`src/pkg/idts_pkg.sv`:
```
// Package for the per-drive timing selection block.
// Assumes one IDE channel per instance, clocked by the PCI clock.
package idts_pkg;
  // Register offsets on the plain register port
  localparam logic [7:0] OFS_CHAN = 8'h40;
  localparam logic [7:0] OFS_SLAVE = 8'h44;
  localparam logic [7:0] OFS_STATUS = 8'h48;
  // Reset values
  localparam logic [15:0] RST_CHAN = 16'h0000;
  localparam logic [7:0] RST_SLAVE = 8'h00;
  // Writable bits of the channel timing register; 15 and 11:10 read zero
  localparam logic [15:0] CHAN_WMASK = 16'h73FF;
  // Channel timing register fields
  localparam int BIT_DRV0_FAST = 0;
  localparam int BIT_DRV0_RDY = 1;
  localparam int BIT_DRV0_PP = 2;
  localparam int BIT_DRV0_DMAO = 3;
  localparam int BIT_DRV1_FAST = 4;
  localparam int BIT_DRV1_RDY = 5;
  localparam int BIT_DRV1_PP = 6;
  localparam int BIT_DRV1_DMAO = 7;
  localparam int RCV_LSB = 8;
  localparam int ISP_LSB = 12;
  localparam int BIT_SLV_EN = 14;
  // Slave timing register fields, per channel nibble
  localparam int SLV_RCV_LSB = 0;
  localparam int SLV_ISP_LSB = 2;
  localparam int SLV_SEC_SHIFT = 4;
  // Drive/head task-file port and its drive select bit
  localparam logic [2:0] DRVHEAD_PORT = 3'h6;
  localparam int DRVHEAD_SEL_BIT = 4;
  // Clock counts for code 00 of each timing field
  localparam logic [2:0] ISP_BASE_CLKS = 3'h5;
  localparam logic [2:0] RCV_BASE_CLKS = 3'h4;

  // Sample point code to PCI clocks from strobe to first sample
  function automatic logic [2:0] isp_clks(input logic [1:0] code);
    isp_clks = ISP_BASE_CLKS - {1'b0, code};
  endfunction

  // Recovery code to PCI clocks
  function automatic logic [2:0] rcv_clks(input logic [1:0] code);
    rcv_clks = RCV_BASE_CLKS - {1'b0, code};
  endfunction
endpackage
```
`src/hw/idts_decode.sv`:
```
// Combinational timing decision for one task-file access.
// Assumes the caller registers the result; no state is held here.
`timescale 1ns/1ps
module idts_decode (
  input wire logic [15:0] chan,
  input wire logic [7:0] slave,
  input wire logic sec,
  input wire logic drv,
  input wire logic data_port,
  input wire logic dma,
  output logic fast,
  output logic wide16,
  output logic prefetch,
  output logic [1:0] isp_code,
  output logic [1:0] rcv_code,
  output logic rdy_en
);
  logic sel_fast; // Fast bank bit of the selected drive
  logic sel_dmao; // DMA-only timing bit of the selected drive
  logic sel_pp; // Prefetch/posting bit of the selected drive
  logic [3:0] slv_nib; // Slave nibble of this channel

  // Pick the per-drive bits, then decide
  always_comb begin
    sel_fast = drv ? chan[idts_pkg::BIT_DRV1_FAST] : chan[idts_pkg::BIT_DRV0_FAST];
    sel_dmao = drv ? chan[idts_pkg::BIT_DRV1_DMAO] : chan[idts_pkg::BIT_DRV0_DMAO];
    sel_pp = drv ? chan[idts_pkg::BIT_DRV1_PP] : chan[idts_pkg::BIT_DRV0_PP];
    slv_nib = sec ? slave[7:4] : slave[3:0];
    // Fast only on the data port, and PIO only without DMA-only timing
    fast = data_port && sel_fast && (dma || !sel_dmao);
    // Data port is 16-bit wide, every other port 8-bit compatible
    wide16 = data_port;
    prefetch = data_port && sel_pp;
    rdy_en = drv ? chan[idts_pkg::BIT_DRV1_RDY] : chan[idts_pkg::BIT_DRV0_RDY];
    // Slave register only counts for drive 1 with the enable set
    if (drv && chan[idts_pkg::BIT_SLV_EN]) begin
      isp_code = slv_nib[idts_pkg::SLV_ISP_LSB +: 2];
      rcv_code = slv_nib[idts_pkg::SLV_RCV_LSB +: 2];
    end else begin
      isp_code = chan[idts_pkg::ISP_LSB +: 2];
      rcv_code = chan[idts_pkg::RCV_LSB +: 2];
    end
  end
endmodule

```
`src/hw/idts_sample.sv`:
```
// Ready sampler: counts clocks from strobe assertion to the sample point.
// Assumes the start pulse and the settings arrive together.
`timescale 1ns/1ps
module idts_sample (
  input wire logic clk,
  input wire logic rst,
  input wire logic start,
  input wire logic [2:0] sample_clks,
  input wire logic ready_en,
  input wire logic iordy_pin,
  output logic sample_pulse,
  output logic ready
);
  typedef enum logic [1:0] {
    IDTS_IDLE = 2'h0,
    IDTS_WAIT = 2'h1,
    IDTS_DONE = 2'h3
  } idts_smp_e;

  idts_smp_e st_r, st_nxt; // Sampler state
  logic [2:0] cnt_r, cnt_nxt; // Clocks left to the sample
  logic en_r, en_nxt; // Sampling enable latched at start
  logic pulse_r, pulse_nxt; // Sample strobe
  logic rdy_r, rdy_nxt; // Last sampled ready

  // Next state; a new start always restarts the count
  always_comb begin
    st_nxt = st_r;
    cnt_nxt = cnt_r;
    en_nxt = en_r;
    pulse_nxt = 1'b0;
    rdy_nxt = rdy_r;
    if (start) begin
      st_nxt = IDTS_WAIT;
      cnt_nxt = sample_clks;
      en_nxt = ready_en;
    end else begin
      case (st_r)
        IDTS_WAIT: begin
          if (cnt_r == 3'h1) begin
            st_nxt = IDTS_DONE;
            pulse_nxt = 1'b1;
            // Disabled sampling forces ready, so the first sample passes
            rdy_nxt = en_r ? iordy_pin : 1'b1;
          end else begin
            cnt_nxt = cnt_r - 3'h1;
          end
        end
        IDTS_DONE: st_nxt = IDTS_IDLE;
        default: st_nxt = IDTS_IDLE;
      endcase
    end
  end

  // Register the sampler state
  always_ff @(posedge clk or posedge rst) begin
    if (rst) begin
      st_r <= IDTS_IDLE;
      cnt_r <= 3'h0;
      en_r <= 1'b0;
      pulse_r <= 1'b0;
      rdy_r <= 1'b1;
    end else begin
      st_r <= st_nxt;
      cnt_r <= cnt_nxt;
      en_r <= en_nxt;
      pulse_r <= pulse_nxt;
      rdy_r <= rdy_nxt;
    end
  end

  assign sample_pulse = pulse_r;
  assign ready = rdy_r;
endmodule

```
`src/hw/idts_top.sv`:
```
// Per-drive timing selection for one IDE channel.
// Assumes task-file accesses arrive already decoded as in range,
// and a host register port that never waits.
//
// Summary of operation
// - Drive 1 fast bit clear: 16-bit compatible data
// - Drive 1 fast bit set, selected: fast data
// - Drive 1 DMA-only bit forces PIO compatible
// - Non-data ports always 8-bit compatible timing
// - Drive 0 DMA-only bit limits fast to DMA
// - Drive 0 PIO fast only without DMA-only
// - Drive 0 prefetch/posting follows its enable
// - Sampling off forces internal ready asserted
// - Sampling on samples ready at sample point
// - Drive 0 fast bit works like drive 1
// - Slave register idle unless slave enable set
// - Slave timing register at 44h, resets 00h
// - Slave enable gives drive 1 slave timings
// - Sample point codes give 5,4,3,2 clocks
//
// The strobed register port was left to the implementer.
`timescale 1ns/1ps
module idts_top #(
  parameter logic CHAN_SEC = 1'b0 // Picks the secondary slave nibble
) (
  input wire logic CLK_SYS,
  input wire logic SYS_RST,
  input wire logic [7:0] REG_ADDR,
  input wire logic [15:0] REG_WDATA,
  input wire logic REG_WR,
  input wire logic REG_RD,
  output logic [15:0] REG_RDATA,
  input wire logic ACC_REQ,
  input wire logic ACC_DATA_PORT,
  input wire logic ACC_DMA,
  input wire logic ACC_WRITE,
  input wire logic [2:0] ACC_PORT,
  input wire logic [7:0] ACC_WDATA,
  input wire logic IO_STROBE,
  input wire logic IORDY_PIN,
  output logic DRV_SEL,
  output logic ACC_FAST,
  output logic ACC_WIDE16,
  output logic ACC_PREFETCH,
  output logic [2:0] ACC_SAMPLE_CLKS,
  output logic [2:0] ACC_RECOV_CLKS,
  output logic ACC_RDY_EN,
  output logic RDY_SAMPLE,
  output logic RDY_OK
);

  // Configuration registers
  logic [15:0] chan_r, chan_nxt; // Channel drive timing
  logic [7:0] slave_r, slave_nxt; // Slave drive timing

  // Read path
  logic [15:0] rdata_r, rdata_nxt; // Read data, one cycle after strobe

  // Drive select copy
  logic drv_r, drv_nxt; // Copy of the drive/head select bit

  // Latched decision for the current access
  logic fast_r, fast_nxt;
  logic wide_r, wide_nxt;
  logic pf_r, pf_nxt;
  logic [2:0] isp_r, isp_nxt;
  logic [2:0] rcv_r, rcv_nxt;
  logic rdyen_r, rdyen_nxt;

  // Decoder results for the access being offered
  logic dec_fast;
  logic dec_wide;
  logic dec_pf;
  logic [1:0] dec_isp;
  logic [1:0] dec_rcv;
  logic dec_rdyen;

  // Decision is made against the drive selected before this access
  idts_decode u_decode (
    .chan(chan_r),
    .slave(slave_r),
    .sec(CHAN_SEC),
    .drv(drv_r),
    .data_port(ACC_DATA_PORT),
    .dma(ACC_DMA),
    .fast(dec_fast),
    .wide16(dec_wide),
    .prefetch(dec_pf),
    .isp_code(dec_isp),
    .rcv_code(dec_rcv),
    .rdy_en(dec_rdyen)
  );

  // Configuration writes; reserved bits never stored
  always_comb begin
    chan_nxt = chan_r;
    slave_nxt = slave_r;
    if (REG_WR) begin
      case (REG_ADDR)
        idts_pkg::OFS_CHAN: chan_nxt = REG_WDATA & idts_pkg::CHAN_WMASK;
        idts_pkg::OFS_SLAVE: slave_nxt = REG_WDATA[7:0];
        default: chan_nxt = chan_r; // Unmapped writes are dropped
      endcase
    end
  end

  // Register the configuration
  always_ff @(posedge CLK_SYS or posedge SYS_RST) begin
    if (SYS_RST) begin
      chan_r <= idts_pkg::RST_CHAN;
      slave_r <= idts_pkg::RST_SLAVE;
    end else begin
      chan_r <= chan_nxt;
      slave_r <= slave_nxt;
    end
  end

  // Read decode; data stands only in the cycle after the strobe
  always_comb begin
    rdata_nxt = 16'h0000;
    if (REG_RD) begin
      case (REG_ADDR)
        idts_pkg::OFS_CHAN: rdata_nxt = chan_r;
        idts_pkg::OFS_SLAVE: rdata_nxt = {8'h00, slave_r};
        // Status shows the block's own view of the channel
        idts_pkg::OFS_STATUS: rdata_nxt = {10'h000, RDY_OK, rdyen_r, pf_r, wide_r, fast_r, drv_r};
        default: rdata_nxt = 16'h0000; // Unmapped reads return zero
      endcase
    end
  end

  // Register the read data
  always_ff @(posedge CLK_SYS or posedge SYS_RST) begin
    if (SYS_RST) begin
      rdata_r <= 16'h0000;
    end else begin
      rdata_r <= rdata_nxt;
    end
  end

  // Snoop drive/head writes to keep the select copy current
  always_comb begin
    drv_nxt = drv_r;
    if (ACC_REQ && ACC_WRITE && !ACC_DATA_PORT && ACC_PORT == idts_pkg::DRVHEAD_PORT) begin
      drv_nxt = ACC_WDATA[idts_pkg::DRVHEAD_SEL_BIT];
    end
  end

  // Register the select copy; drive 0 after reset
  always_ff @(posedge CLK_SYS or posedge SYS_RST) begin
    if (SYS_RST) begin
      drv_r <= 1'b0;
    end else begin
      drv_r <= drv_nxt;
    end
  end

  // Latch the decision on each access; it holds until the next one
  always_comb begin
    fast_nxt = fast_r;
    wide_nxt = wide_r;
    pf_nxt = pf_r;
    isp_nxt = isp_r;
    rcv_nxt = rcv_r;
    rdyen_nxt = rdyen_r;
    if (ACC_REQ) begin
      fast_nxt = dec_fast;
      wide_nxt = dec_wide;
      pf_nxt = dec_pf;
      // Clock counts go out decoded so the strobe logic needs no table
      isp_nxt = idts_pkg::isp_clks(dec_isp);
      rcv_nxt = idts_pkg::rcv_clks(dec_rcv);
      rdyen_nxt = dec_rdyen;
    end
  end

  // Register the decision; compatible, no sampling after reset
  always_ff @(posedge CLK_SYS or posedge SYS_RST) begin
    if (SYS_RST) begin
      fast_r <= 1'b0;
      wide_r <= 1'b0;
      pf_r <= 1'b0;
      isp_r <= idts_pkg::ISP_BASE_CLKS;
      rcv_r <= idts_pkg::RCV_BASE_CLKS;
      rdyen_r <= 1'b0;
    end else begin
      fast_r <= fast_nxt;
      wide_r <= wide_nxt;
      pf_r <= pf_nxt;
      isp_r <= isp_nxt;
      rcv_r <= rcv_nxt;
      rdyen_r <= rdyen_nxt;
    end
  end

  // Ready sampler; uses the latched sample point and enable
  idts_sample u_sample (
    .clk(CLK_SYS),
    .rst(SYS_RST),
    .start(IO_STROBE),
    .sample_clks(isp_r),
    .ready_en(rdyen_r),
    .iordy_pin(IORDY_PIN),
    .sample_pulse(RDY_SAMPLE),
    .ready(RDY_OK)
  );

  // Outputs, each from a flip-flop
  assign REG_RDATA = rdata_r;
  assign DRV_SEL = drv_r;
  assign ACC_FAST = fast_r;
  assign ACC_WIDE16 = wide_r;
  assign ACC_PREFETCH = pf_r;
  assign ACC_SAMPLE_CLKS = isp_r;
  assign ACC_RECOV_CLKS = rcv_r;
  assign ACC_RDY_EN = rdyen_r;

  // Shorthands for the offered access
  logic data_req;
  logic pio_req;
  assign data_req = ACC_REQ && ACC_DATA_PORT;
  assign pio_req = data_req && !ACC_DMA;
endmodule

```
`config.mk`:
```
export PLATFORM = sky130hd
export DESIGN_NAME = idts_top
export DESIGN_NICKNAME = d
export VERILOG_FILES = /design/src/pkg/idts_pkg.sv /design/src/hw/idts_decode.sv /design/src/hw/idts_sample.sv /design/src/hw/idts_top.sv
export SDC_FILE = /design/constraint.sdc
export NUM_CORES = 1
export LEC_CHECK = 0
export ABC_AREA = 1
export BUFFER_PORTS_ARGS = -buffer_cell sky130_fd_sc_hd__clkbuf_2
export CORE_MARGIN = 5
export CORE_UTILIZATION = 53
export CTS_CLUSTER_SIZE = 12
export DETAILED_ROUTE_END_ITERATION = 8
export GPL_TIMING_DRIVEN = 0
export PLACE_DENSITY = 0.87
export SKIP_CTS_REPAIR_TIMING = 1
export SYNTH_ARGS = -nofsm -noshare
export SYNTH_HDL_FRONTEND = slang
export SYNTH_SLANG_ARGS = --single-unit
export TNS_END_PERCENT = 20
```
`constraint.sdc`:
```
create_clock -name CLK_SYS -period 3.7 [get_ports CLK_SYS]
set_input_delay 0.74 -clock CLK_SYS [delete_from_list [all_inputs] [get_ports CLK_SYS]]
set_output_delay 0.74 -clock CLK_SYS [all_outputs]
set_load 0.02 [all_outputs]
```
==> insert_results.sql <==
INSERT INTO impl_metrics (metric_group, metric, value, unit) VALUES
('setup_path', 'worst_path_largest_cell_delay', '0.50', 'ns'),
('timing', 'timing.setup.tns', '0', 'ns'),
('place', 'place_hpwl', '4430', 'µm'),
('die', 'design.core.area', '4690', 'µm²'),
('setup_path', 'cp_num_buf_inv', '1', ''),
('logic_synthesis', 'mappedNetlistArea', '2530', 'µm²'),
('power_and_ir_drop', 'cellPowerDensity', '432', 'nW/µm²'),
('clock_tree', 'cts_tree', 'done', ''),
('die', 'floorplan.rows', '25', ''),
('logic_synthesis', 'synth_area_leaders', 'sky130_fd_sc_hd__dfrtp_1, sky130_fd_sc_hd__nand2_1, sky130_fd_sc_hd__o21ai_0', ''),
('timing', 'timing.final.hold_violations', '0', ''),
('final_layout', 'drive_gt1_share', '29.4', '%'),
('setup_path', 'crit_fanout', '8', ''),
('setup_path', 'required_time_reported_for_the_critical_path_endpoint', '2.96', 'ns'),
('clock_tree', 'cts-root-to-sink-buffers', '2', ''),
('setup_path', 'regToRegSetupSlack', '2.22', 'ns'),
('drt', 'drt-total-wl', '5640', 'µm'),
('timing', 'timing.final.setup_violations', '0', ''),
('logic_synthesis', 'synth-warning-count', '0', ''),
('setup_path', 'cp-end-kind', 'output port', ''),
('logic_synthesis', 'area_leader_netlist', 'sky130_fd_sc_hd__dfrtp_1', ''),
('logic_synthesis', 'postSynthAreaPerCell', '8.81', 'µm²'),
('global_route', 'grt_start_max_net_pins', '38', ''),
('clock_tree', 'numCtsBuffers', '5', ''),
('logic_synthesis', 'number_of_synthesized_flops_with_an_enable_pin', '0', ''),
('drt', 'num_vias', '2116', ''),
('clock_tree', 'clock_insertion_delay_worst_skew', '0.31', 'ns'),
('timing', 'finClkSkew', '0.0107', 'ns'),
('clock_tree', 'max_h_tree_level', '2', ''),
('setup_path', 'cp_data_arrival_time', '1.03', 'ns'),
('drt', 'detail_route.drc_violations', '0', ''),
('setup_path', 'crit_path_top_delay_cell', 'sky130_fd_sc_hd__dfrtp_1', ''),
('die', 'design.die.area', '6250', 'µm²'),
('timing', 'fin_worst_setup_slack', '1.93', 'ns'),
('die', 'floorplan.initialDensity', '53.9', '%'),
('clock_tree', 'root_buffer', 'sky130_fd_sc_hd__clkbuf_8', ''),
('final_layout', 'final_design_area_no_fill', '3010', 'µm²'),
('logic_synthesis', 'synth_async_sr_flop_share', '100', '%'),
('flow_run', 'drv.max_cap_violation_count', '0', ''),
('place', 'routabilityCongestion', '0.888', ''),
('place', 'preCtsSetupSlack', '1.90', 'ns'),
('global_route', 'first_global_vias', '2082', ''),
('worst_hold_path', 'timing.hold.worst.class', 'in -> async', ''),
('setup_path', 'cp-start-kind', 'flop', ''),
('logic_synthesis', 'library_cells_used_by_synthesis', '28', ''),
('timing', 'unrepaired_setup_endpoints_after_global_routing', 'false', ''),
('logic_synthesis', 'synth_largest_type_area_fraction', '48.5', '%'),
('logic_synthesis', 'syn_inst', '287', ''),
('setup_path', 'timing.critical_path.max_delay_family', 'flip-flops', ''),
('power_and_ir_drop', 'vdd_drop_max', '232', 'µV'),
('place', 'placedInstanceArea', '2920', 'µm²'),
('drt', 'drt_iter0_drc', '141', ''),
('logic_synthesis', 'ys_seq_elements', '53', ''),
('die', 'io_pins', '74', ''),
('clock_tree', 'path_clk_slew', '0.09', 'ns'),
('drt', 'post_drt_wl_per_cell', '13.7', 'µm'),
('logic_synthesis', 'dominantRegCellSynth', 'sky130_fd_sc_hd__dfrtp_1', ''),
('run_status', 'status', 'finished, final reports clean', ''),
('logic_synthesis', 'synth.yosys.seq_area_share', '52.6', '%'),
('global_route', 'first_pass_grt_wire_length', '9540', 'µm'),
('place', 'place.port_buffers', '59', ''),
('drt', 'drtPass1Iterations', '4', ''),
('setup_path', 'timing_worst_setup_path_type', 'reg -> out', ''),
('power_and_ir_drop', 'power_leakage', '1.76', 'nW'),
('drt', 'ant_nets', '0', ''),
('timing', 'timing.final.crit_period', '1.77', 'ns'),
('final_layout', 'num-nets-final', '404', ''),
('die', 'chipHeight', '79.1', 'µm'),
('setup_path', 'path_cells', 'clkbuf_2', ''),
('global_route', 'grt_antenna_before_repair', '0', ''),
('logic_synthesis', 'ys_top_cells_by_count', 'sky130_fd_sc_hd__nand2_1, sky130_fd_sc_hd__dfrtp_1, sky130_fd_sc_hd__inv_1', '');
## registers in the layout, summed over array words and instances, names as in the netlist
signal                 count
slave_r                    8
ACC_FAST                   1
chan_r                    13
u_sample.ready             1
ACC_WIDE16                 1
REG_RDATA                 13
u_sample.st_r              2
u_sample.en_r              1
ACC_SAMPLE_CLKS            3
ACC_RDY_EN                 1
ACC_RECOV_CLKS             3
DRV_SEL                    1
ACC_PREFETCH               1
u_sample.sample_pulse      1
u_sample.cnt_r             3
## through the flow
stage                     hold slack [ns]  cells  total power, W  util [%]
final                               0.387    411         0.00130      64.2
after global routing                0.417    411         0.00138      64.2
after CTS                           0.396    411         0.00131      64.2
after detailed placement            0.458    403        0.000979      62.2
after global placement              0.453    402        0.000960      61.8
after floorplan                     0.450    289        0.000877         -
## per-layer routing
layer	wire [µm]	track usage, %	vias to the layer above
met3	344	5.10	10
met5	0	0	-
met2	2810	33.1	74
met4	120	8.08	0
met1	2370	23.8	982
li1	-	-	1050
## cells by family (layout without fill, tap and decap cells)
| group | count (synthesis) | in the layout | synth area share [%] |
|---|---|---|---|
| other | 1 | 3 | 0.148 |
| adder cells (fa/ha/maj) | 3 | 3 | 1.48 |
| AND/OR/NAND/NOR | 137 | 137 | 26.2 |
| buffers and inverters | 45 | 113 | 8.36 |
| AO/OA/AOI/OAI | 47 | 47 | 10.8 |
| XOR/XNOR | 1 | 1 | 0.346 |
| flip-flops | 53 | 53 | 52.6 |
## final cells by class
class | count | area [µm²]
tap | 54 | 67.6
timing repair buffer | 60 | 315
clock inverter | 1 | 7.51
multi-input combinational | 191 | 993
inverter | 35 | 131
fill | 407 | 1680
clock buffer | 7 | 86.3
buffer | 10 | 80.1
sequential | 53 | 1330
## layout by cell type (no fill, tap or decap), drive strengths merged
| cell type | instances |
|---|---|
| nand2 | 84 |
| clkbuf | 68 |
| dfrtp | 49 |
| o21ai | 37 |
| inv | 35 |
| nand3 | 29 |
| nor2 | 23 |
| buf | 9 |
| a21oi | 6 |
| dfstp | 4 |
| ha | 3 |
| conb | 3 |
| o211ai | 2 |
| o21a | 1 |
| nand4 | 1 |
| xor2 | 1 |
| o2111ai | 1 |
| clkinvlp | 1 |
## path summary, 6_finish.rpt
kind                              startpoint                end  cells after the start
min                                  SYS_RST          chan_r[6]                      2
max                                  DRV_SEL            DRV_SEL                      1
min in group CLK_SYS       ACC_RECOV_CLKS[2]  ACC_RECOV_CLKS[2]                      2
max in group asynchronous            SYS_RST  ACC_RECOV_CLKS[2]                      3
max reg2reg                          DRV_SEL  ACC_RECOV_CLKS[1]                      5
min reg2reg                ACC_RECOV_CLKS[2]  ACC_RECOV_CLKS[2]                      2
## power breakdown
part	total, W	internal, W	switching (W)
registers	0.000699	0.000650	0.0000484
logic	0.000269	0.0000956	0.000173
clock network	0.000334	0.000152	0.000182
Power figures use the tool's default switching activity.
